==> src/rtl/uio_map.svh <==
`ifndef UIO_MAP_SVH
`define UIO_MAP_SVH
// register indices, byte address is four times the index
`define UIO_IDX_CMD      6'h00
`define UIO_IDX_STAT     6'h03
`define UIO_IDX_POL      6'h04
`define UIO_IDX_DIRA     6'h06
`define UIO_IDX_DIRB     6'h07
`define UIO_IDX_PIOLO    6'h08
`define UIO_IDX_PIOHI    6'h09
`define UIO_IDX_MASK     6'h10
// field positions
`define UIO_POL_DRVOFF   5
`define UIO_POL_GATE     4
`define UIO_EN_LSB       4
// reset values
`define UIO_RST_DIR      8'hFF
`define UIO_RST_POL      6'h00
`define UIO_RST_EN       4'h0
`define UIO_RST_BYTE     8'h00
`define UIO_RST_MASK     4'hF
`endif

==> src/rtl/uio_pkg.sv <==
package uio_pkg;
  // gray codes along idle, wait, strobe
  typedef enum logic [1:0]
  {
    PIO_IDLE   = 2'h0,
    PIO_WAIT   = 2'h1,
    PIO_STROBE = 2'h3
  } uio_pio_t;

  typedef struct packed
  {
    logic [1:0]  rstSync;
    logic [3:0]  cmdEn;
    logic [5:0]  pol;
    logic [7:0]  dirA;
    logic [7:0]  dirB;
    logic [7:0]  pioLo;
    logic [7:0]  pioHi;
    logic [3:0]  irqMask;
    logic [3:0]  flags;
    logic [3:0]  statSamp;
    logic [3:0]  statS1;
    logic [3:0]  statS2;
    logic        rxS1;
    logic        rxS2;
    logic        rxPrev;
    logic        txS1;
    logic        txS2;
    logic        txPrev;
    uio_pio_t    pioSt;
    logic [15:0] word;
    logic        strobe;
    logic        irq;
    logic [31:0] prdata;
    logic        pready;
    logic        pslverr;
  } uio_state_t;
endpackage

==> src/rtl/uio_status_pio.sv <==
`timescale 1ns/1ps
`include "uio_map.svh"
module uio_status_pio
(
  input  wire logic        mclk,
  input  wire logic        rstn,
  input  wire logic        psel,
  input  wire logic        penable,
  input  wire logic        pwrite,
  input  wire logic [7:0]  paddr,
  input  wire logic [31:0] pwdata,
  output logic      [31:0] prdata,
  output logic             pready,
  output logic             pslverr,
  input  wire logic [3:0]  userStatus,
  input  wire logic        receiveClock,
  input  wire logic        transmitClock,
  output logic      [15:0] pioWord,
  output logic             outputWordStrobe,
  output logic             driverOffGate,
  output logic      [3:0]  dataDrvEnN,
  output logic      [3:0]  dataRcvEnN,
  output logic      [5:0]  ctrlDrvEnN,
  output logic      [1:0]  ctrlRcvEnN,
  output logic             irq
);

  // ==========================================================
  // reset synchroniser
  logic [1:0] rstPipe;
  logic       rstnInt;

  // async assert, release through two flops
  // two stages keep a late release from meeting the clock edge
  always_ff @(posedge mclk or negedge rstn)
  begin
    if (!rstn)
      rstPipe <= 2'h0;
    else
      rstPipe <= {rstPipe[0], 1'b1};
  end
  assign rstnInt = rstPipe[1];

  // ==========================================================
  // register decode
  // true for every mapped register index
  function automatic logic regHit(input logic [5:0] idx);
    case (idx)
      `UIO_IDX_CMD, `UIO_IDX_STAT, `UIO_IDX_POL,
      `UIO_IDX_DIRA, `UIO_IDX_DIRB, `UIO_IDX_PIOLO,
      `UIO_IDX_PIOHI, `UIO_IDX_MASK: regHit = 1'b1;
      default: regHit = 1'b0;
    endcase
  endfunction

  uio_pkg::uio_state_t s;
  uio_pkg::uio_state_t next_s;

  logic [5:0] idx;
  logic       aligned;
  logic       setupPh;
  logic       wrEn;
  logic       rxRise;
  logic       txRise;
  logic [3:0] rise;
  logic [3:0] fall;
  logic [3:0] statEvt;
  logic [3:0] w1c;
  logic [7:0] rd;

  assign idx     = paddr[7:2];
  assign aligned = (paddr[1:0] == 2'h0);
  assign setupPh = psel && !penable;
  // write lands only at the access edge with pready high
  assign wrEn    = psel && penable && s.pready && pwrite
                   && aligned && regHit(idx);

  // ==========================================================
  // link clock edges, found from synchronised copies
  // link clocks are only sampled, never used as clocks; each
  // link half period must span at least two mclk cycles
  assign rxRise = s.rxS2 && !s.rxPrev;
  assign txRise = s.txS2 && !s.txPrev;

  // compare the new sample with the last one
  always_comb
  begin
    rise    = ~s.pol[3:0] & ~s.statSamp & s.statS2;
    fall    = s.pol[3:0] & s.statSamp & ~s.statS2;
    statEvt = rxRise ? ((rise | fall) & s.cmdEn) : 4'h0;
  end

  // ==========================================================
  // read data, formed in the setup cycle
  always_comb
  begin
    rd = 8'h00;
    case (idx)
      `UIO_IDX_CMD:   rd = {s.cmdEn, 4'h0};
      `UIO_IDX_STAT:  rd = {s.flags, s.statSamp};
      `UIO_IDX_POL:   rd = {2'h0, s.pol};
      `UIO_IDX_DIRA:  rd = s.dirA;
      `UIO_IDX_DIRB:  rd = s.dirB;
      `UIO_IDX_PIOLO: rd = s.pioLo;
      `UIO_IDX_PIOHI: rd = s.pioHi;
      `UIO_IDX_MASK:  rd = {s.irqMask, 4'h0};
      default:        rd = 8'h00;
    endcase
  end

  // ==========================================================
  // next state of the whole block
  always_comb
  begin
    next_s = s;
    w1c    = 4'h0;
    // two-flop synchronisers for pins and link clocks
    next_s.statS1 = userStatus;
    next_s.statS2 = s.statS1;
    next_s.rxS1   = receiveClock;
    next_s.rxS2   = s.rxS1;
    next_s.rxPrev = s.rxS2;
    next_s.txS1   = transmitClock;
    next_s.txS2   = s.txS1;
    next_s.txPrev = s.txS2;
    if (rxRise)
      next_s.statSamp = s.statS2;

    // apb: zero wait state, answer prepared in setup cycle
    // no wait states, so the master never sees pready stretch
    next_s.pready  = setupPh;
    if (setupPh)
    begin
      next_s.prdata  = (pwrite || !aligned || !regHit(idx))
                       ? 32'h0 : {24'h0, rd};
      next_s.pslverr = !aligned || !regHit(idx);
    end
    else if (!psel)
    begin
      next_s.pslverr = 1'b0;
    end

    // register writes
    if (wrEn)
    begin
      case (idx)
        `UIO_IDX_CMD:   next_s.cmdEn = pwdata[7:4];
        `UIO_IDX_STAT:  w1c = pwdata[7:4];
        `UIO_IDX_POL:   next_s.pol = pwdata[5:0];
        `UIO_IDX_DIRA:  next_s.dirA = pwdata[7:0];
        `UIO_IDX_DIRB:  next_s.dirB = pwdata[7:0];
        `UIO_IDX_PIOLO: next_s.pioLo = pwdata[7:0];
        `UIO_IDX_PIOHI: next_s.pioHi = pwdata[7:0];
        `UIO_IDX_MASK:  next_s.irqMask = pwdata[7:4];
        default:        next_s.cmdEn = s.cmdEn;
      endcase
    end

    // sticky flags: new event beats a same-cycle clear,
    // and a disabled enable holds its flag clear
    next_s.flags = ((s.flags & ~w1c) | statEvt)
                   & next_s.cmdEn;
    // global gate masks without touching the flags
    next_s.irq = s.pol[`UIO_POL_GATE]
                 && |(s.flags & s.irqMask);

    // programmed word: launched by the high byte write
    // the wait state absorbs the phase gap to the next transmit edge
    case (s.pioSt)
      uio_pkg::PIO_IDLE:
      begin
        next_s.strobe = 1'b0;
        if (wrEn && idx == `UIO_IDX_PIOHI)
          next_s.pioSt = uio_pkg::PIO_WAIT;
      end
      uio_pkg::PIO_WAIT:
      begin
        if (txRise)
        begin
          next_s.word   = {s.pioHi, s.pioLo};
          next_s.strobe = 1'b1;
          next_s.pioSt  = uio_pkg::PIO_STROBE;
        end
      end
      uio_pkg::PIO_STROBE:
      begin
        // a high write now only updates the byte
        if (txRise)
        begin
          next_s.strobe = 1'b0;
          next_s.pioSt  = uio_pkg::PIO_IDLE;
        end
      end
      default:
      begin
        next_s.strobe = 1'b0;
        next_s.pioSt  = uio_pkg::PIO_IDLE;
      end
    endcase
  end

  // ==========================================================
  // state register
  // field reset values come from the map header
  always_ff @(posedge mclk or negedge rstnInt)
  begin
    if (!rstnInt)
    begin
      s          <= '0;
      s.cmdEn    <= `UIO_RST_EN;
      s.pol      <= `UIO_RST_POL;
      s.dirA     <= `UIO_RST_DIR;
      s.dirB     <= `UIO_RST_DIR;
      s.pioLo    <= `UIO_RST_BYTE;
      s.pioHi    <= `UIO_RST_BYTE;
      s.irqMask  <= `UIO_RST_MASK;
      s.pioSt    <= uio_pkg::PIO_IDLE;
    end
    else
      s <= next_s;
  end

  // ==========================================================
  // outputs straight from the state flops
  assign prdata           = s.prdata;
  assign pready           = s.pready;
  assign pslverr          = s.pslverr;
  assign pioWord          = s.word;
  assign outputWordStrobe = s.strobe;
  assign driverOffGate    = s.pol[`UIO_POL_DRVOFF];
  // enables are independent, so both may be on at once
  assign dataDrvEnN       = s.dirA[7:4];
  assign dataRcvEnN       = s.dirA[3:0];
  assign ctrlDrvEnN       = s.dirB[7:2];
  assign ctrlRcvEnN       = s.dirB[1:0];
  assign irq              = s.irq;
endmodule

==> config.mk <==
export PLATFORM = sky130hd
export DESIGN_NAME = uio_status_pio
export DESIGN_NICKNAME = d
export VERILOG_FILES = /design/src/rtl/uio_pkg.sv /design/src/rtl/uio_status_pio.sv
export VERILOG_INCLUDE_DIRS = /design/src /design/src/rtl
export SDC_FILE = /design/constraint.sdc
export NUM_CORES = 1
export LEC_CHECK = 0
export ABC_CLOCK_PERIOD_IN_PS = 2700
export BUFFER_PORTS_ARGS = -buffer_cell sky130_fd_sc_hd__buf_4
export CAP_MARGIN = 10
export CORE_MARGIN = 2
export CORE_UTILIZATION = 39
export CTS_CLUSTER_DIAMETER = 200
export CTS_CLUSTER_SIZE = 12
export DETAILED_ROUTE_END_ITERATION = 6
export HOLD_SLACK_MARGIN = 0.12
export PLACE_DENSITY = 0.72
export SLEW_MARGIN = 30
export SYNTH_ARGS = -nofsm -noshare
export SYNTH_HDL_FRONTEND = slang
export SYNTH_SLANG_ARGS = --single-unit
==> constraint.sdc <==
create_clock -name mclk -period 2.7 [get_ports mclk]
set_input_delay 0.405 -clock mclk [delete_from_list [all_inputs] [get_ports mclk]]
set_output_delay 0.405 -clock mclk [all_outputs]
set_load 0.01 [all_outputs]
# ---- After elaboration in Yosys (flattened, before gate mapping)
# Memory sizes are Yosys's and may differ from the RTL's.
# Index checks and enable logic that the tools add are counted.
dict set report totals {
  ff_bits 124
  romBits 96
  in_bits 51
  output_inout_bits 69
  mem_count 3
}
dict set report classes {
  eq_ne 13
  mux 26
  bitwise_logic 14
  n_reduce_logical 32
}
# memory words width read_ports rd_ports_with_merged_regs write_ports line_no
set mem_list {}
lappend mem_list {{(name not given)} 32 1 1 0 0 uio_status_pio.sv:48} ;# case (idx)
lappend mem_list {{(name not given)} 32 1 1 0 0 uio_status_pio.sv:48}
lappend mem_list {{(name not given)} 32 1 1 0 0 uio_status_pio.sv:48}
# cell n
set op_table {}
lappend op_table {{8-bit one-hot mux with 8 select lines} 1}
lappend op_table {{46-bit two-way mux} 1}
lappend op_table {{8-bit two-way mux} 5}
lappend op_table {{4-bit AND} 8}
lappend op_table {{4-bit two-way mux} 5}
lappend op_table {{19-bit two-way mux} 1}
lappend op_table {{6-bit by 3-bit equality test with 1-bit output (second input constant)} 3}
lappend op_table {{4-bit NOT} 4}
lappend op_table {{2-bit AND reduction} 8}
lappend op_table {{6-bit by 4-bit equality test with 1-bit output (second input constant)} 2}
lappend op_table {{1-bit logical AND} 10}
lappend op_table {{1-bit two-way mux} 8}
lappend op_table {{4-bit bitwise OR} 2}
lappend op_table {{6-bit by 2-bit equality test with 1-bit output (second input constant)} 1}
lappend op_table {{6-bit by 5-bit equality test with 1-bit output (second input constant)} 1}
lappend op_table {{1-bit zero test} 6}
lappend op_table {{6-bit zero test} 1}
lappend op_table {{6-bit two-way mux} 1}
lappend op_table {{2-bit inequality test (second input constant)} 3}
lappend op_table {{2-bit one-hot mux with 3 select lines} 1}
lappend op_table {{2-bit zero test} 2}
lappend op_table {{2-bit two-way mux} 2}
lappend op_table {{4-bit OR reduction} 1}
lappend op_table {{1-bit logical OR} 3}
lappend op_table {{5 further kinds} 5}

# ---- Depth between registers and ports, before layout
dict set report depth {
  ltp_word 10
  ltp_mapped 9
}

# ---- Least setup slack after synthesis
# Ideal clock, no wire load.
dict set report synth_path {
  path_type {input-to-reg}
  startpoint {input port paddr[2]}
  endpoint {register s[88] in the netlist's numbering}
  setup_ps 125
  arrival_ps 2082
  required_time_ps 2575
  slack_ps 493
  stages 8
  n_path_buf 1
  path_cell_list {inv_1 -> ha_1 -> or3b_1 -> nand4_2 -> and2_1 -> buf_6 -> nor3b_4 -> mux2_2}
}
dict set report synth_via {
  elab_chain_len 4
  word_cells_on_any_way 5
  cone_classes {1 x eq/ne; 1 x mux; 2 x reduce/logical; 1 x memory}
}
# item line_no
set synth_lines {}
lappend synth_lines {{start, declared} uio_status_pio.sv:10} ;# input wire logic [7:0] paddr,
lappend synth_lines {{memory read 32 x 1 bit} n/a}
lappend synth_lines {{1-bit two-way mux} uio_status_pio.sv:48}
lappend synth_lines {{1-bit logical AND} uio_status_pio.sv:76} ;# && aligned && regHit(idx);
lappend synth_lines {{2-bit AND reduction (no source line) *} n/a}
lappend synth_lines {{end signal, assigned} uio_status_pio.sv:220} ;# s <= next_s;
lappend synth_lines {{end, declared} uio_status_pio.sv:56} ;# uio_pkg::uio_state_t s;
# Mark *: on every way between the ends. The rest lies on a longest branch, timed or not.
# A chain may end at the register's enable or synchronous reset.

# ---- Worst setup path after layout
dict set report layout_path {
  startpoint {input port paddr[3]}
  endpoint {register s[89] in the netlist's numbering}
}
# The elaborated chain is that of the path after synthesis.

==> impl_metrics.json <==
{
  "maxCapViolCount": 0,
  "detailed_place_hpwl_um": 7580,
  "slew_violations": 0,
  "clkTransAtPathRegs_ps": 70,
  "clock_skew_ps": 11.3,
  "critical-path-slowest-cell": "nor3b_4",
  "ys_ff_latch": 100,
  "min_period_ps": 2360,
  "worstHoldEndpoint": "next_s[55]",
  "crit_buf_inv": 2,
  "power_density_of_the_placed_cells_mw_per_mm2": 554,
  "vias": 2991,
  "timing.setup.tns_ps": 0,
  "cellLeakagePower_nw": 2.67,
  "grt_pass1_wl_um": 16500,
  "finalSetupViolCount": 0,
  "cts-htree-levels": 3,
  "grt_usage_pct": 16.2,
  "run_status": "finished, final reports clean",
  "syn2layout_area_growth_pct": 13.9,
  "critical_path.startpoint_type": "primary input",
  "drtAntennaViolNets": 0,
  "whs_path_depth": 1,
  "peakVddDrop_uv": 290,
  "yosys.area_share.simple_pct": 9.25,
  "r2r_cells": 5,
  "worstPathArrival_ps": 2590,
  "total_of_hold_buffers_inserted_after_clock_tree_synthesis": 1,
  "slowest_delay_ps": 560,
  "die_height_um": 116,
  "final_non_filler_cell_total": 595,
  "ios": 120,
  "seq_area_frac_synth_pct": 52.1,
  "initial_utilization_pct": 40.2,
  "min_from": "transmitClock",
  "post_synthesis_instance_total": 387,
  "ff2ff_setup_slack_ps": 710,
  "rsz0062_at_grt": "no",
  "synthMuxAreaShare_pct": 16.9,
  "wl_per_cell_um": 17.4,
  "postCtsResizedCells": 0,
  "numPlacedInstances": 578,
  "timing.rr.start": "pready",
  "remaining_drc_errors": 0,
  "crit_required_ps": 2930,
  "design.core.area_sq_mm": 0.0121,
  "critical_path.max_fanout": 8,
  "netlist_area_sq_mm": 0.00485,
  "starting_drc_count_in_detailed_routing": 131,
  "critical_path_class": "in2reg",
  "mostFrequentLayoutCells": "79 x dfrtp_1, 77 x buf_4, 71 x mux2_2",
  "cts_tree": "done",
  "post-route-period-util_pct": 87.5,
  "vias_per_cell": 5.03,
  "hold_path_class": "in2reg",
  "fraction_of_layout_instances_using_a_drive_strength_above_1_pct": 46.1,
  "maximum_number_of_buffers_from_clock_root_to_sink": 2,
  "finalWirelength_um": 10400,
  "synth.lib_cells_used.distinct": 46,
  "std_cell_rows": 40,
  "post_synthesis_compound_gate_area_fraction_pct": 8.87,
  "number_of_optimization_iterations_in_the_first_detailed_route_pass": 5,
  "layout_commonest_cell": "dfrtp_1",
  "synth.avg_cell_area_sq_um": 12.5,
  "die_area_sq_mm": 0.0134,
  "gr-total-overflow": 0,
  "grt_max_degree": 51,
  "placement.io_buffers": 71,
  "clk_latency_ps": 340,
  "timing.hold.ws_ps": 162,
  "synth_top_family_by_area": "multiplexers",
  "tritoncts_num_sinks": 100,
  "first_global_vias": 3080,
  "cts_root_buf": "clkbuf_16",
  "die_width_um": 116,
  "critical_path.reg2reg.endpoint": "s[74]",
  "relSlewSlack_pct": 51.4,
  "synth-warning-count": 0,
  "finalHoldViolations": 0,
  "worstSetupEndpointType": "register",
  "cts_made_buffers": 9,
  "cts_setup_buffers": 0,
  "insertedDiodeCount": 0,
  "max_clock_freq_ghz": 0.423,
  "synth_xor_area_share_pct": 0,
  "finish.net_count": 477,
  "worst_slew_pin_slew_ps": 730,
  "yosys.area_share.adder_pct": 1.03,
  "place_congestion": 0.889,
  "cpLargestDelayFamily": "simple AND/OR/NAND/NOR gates",
  "antenna_found_initial": 0,
  "timing.critical_path.cells": "buf_4 > inv_1 > ha_1 > nor2b_1 > nand3_2 > and2_1 > nor3b_4 > mux2_2"
}
-- state kept, by name, summed over array words and instances (netlist names) --
signal / cells
prdata: 8
next_s: 8
irq: 1
driverOffGate: 1
pready: 1
pioWord: 16
ctrlDrvEnN: 6
dataRcvEnN: 4
outputWordStrobe: 1
dataDrvEnN: 4
s: 45
pslverr: 1
ctrlRcvEnN: 2
rstPipe: 2
-- how the worst max path moves through the flow --
stage / from / end / slack [ps] / cells after the start
after detailed placement: paddr[2] / s[89] / 20 / 8
final: paddr[3] / s[89] / 340 / 8
after global routing: paddr[3] / s[93] / 210 / 8
after floorplan: paddr[2] / s[88] / 490 / 8
after global placement: paddr[2] / s[93] / 90 / 8
after CTS: paddr[2] / s[89] / 340 / 8
-- cell usage after synthesis (all sizes together) --
master,n,area share (%)
dfrtp,80,41
mux2,73,17
buf,69,11
dfstp,20,11
nand2,19,1.5
o21ai,12,1.2
a22oi,11,1.7
nor2,10,0.93
clkbuf,9,0.70
nand3,9,1.0
a22o,8,1.4
nand4,7,1.0
a222oi,6,1.2
a21boi,5,0.77
and2,4,0.52
and3,4,0.52
ha,4,1.0
inv,4,0.31
nor2b,4,0.52
a21oi,3,0.31
a32oi,3,0.54
nor3b,3,1.2
a211oi,2,0.67
a32o,2,0.41
conb,2,0.15
nand2b,2,0.26
nor3,2,0.67
or2,2,0.26
and4,1,0.18
and4b,1,0.21
nand3b,1,0.15
nor4b,1,0.18
o2111ai,1,0.18
o21a,1,0.15
o311a,1,0.21
or3b,1,0.18
-- where the power goes --
part / internal (W) / switching [W]
Sequential: 0.00152 / 0.0000280
Clock: 0.000760 / 0.000587
Combinational: 0.0000639 / 0.0000997
-- layer usage --
layer	wire (um)	global-route usage [%]	part of all wire (%)	vias to the layer above
li1	-	-	-	1377
met1	4510	21.8	44	1481
met2	4930	26.0	48	119
met3	789	3.87	7.6	14
met4	123	5.06	1.2	0
met5	0	0	0	-
-- layout make-up --
type | count | area [sq um]
fillers | 1101 | 6530
flip-flops and latches | 100 | 2530
multi-input cells | 228 | 1850
repair buffers | 79 | 608
clock buffers | 10 | 239
well taps | 168 | 210
clock inverters | 6 | 80.1
inverters | 4 | 15.0
-- per-stage QoR --
| stage | worst slack, ps | cell area [sq um] | utilization (%) | power [W] |
|---|---|---|---|---|
| after floorplan | 493 | 4940 | - | 0.00169 |
| after global placement | 87.3 | 5200 | 43.1 | 0.00174 |
| after detailed placement | 16.3 | 5200 | 43.1 | 0.00174 |
| after CTS | 341 | 5530 | 45.8 | 0.00309 |
| after global routing | 206 | 5530 | 45.8 | 0.00318 |
| final | 337 | 5530 | 45.8 | 0.00306 |
-- cells by family (layout without fill, tap and decap cells) --
kind of cell,Yosys count,count (layout)
adders and majority gates,4,4
other,2,25
AOI/OAI and AO/OA,55,55
and+or+nand+nor,71,71
muxes,73,73
DFF,100,100
buffers and inverters,82,99
(Power assumes the default switching activity.)
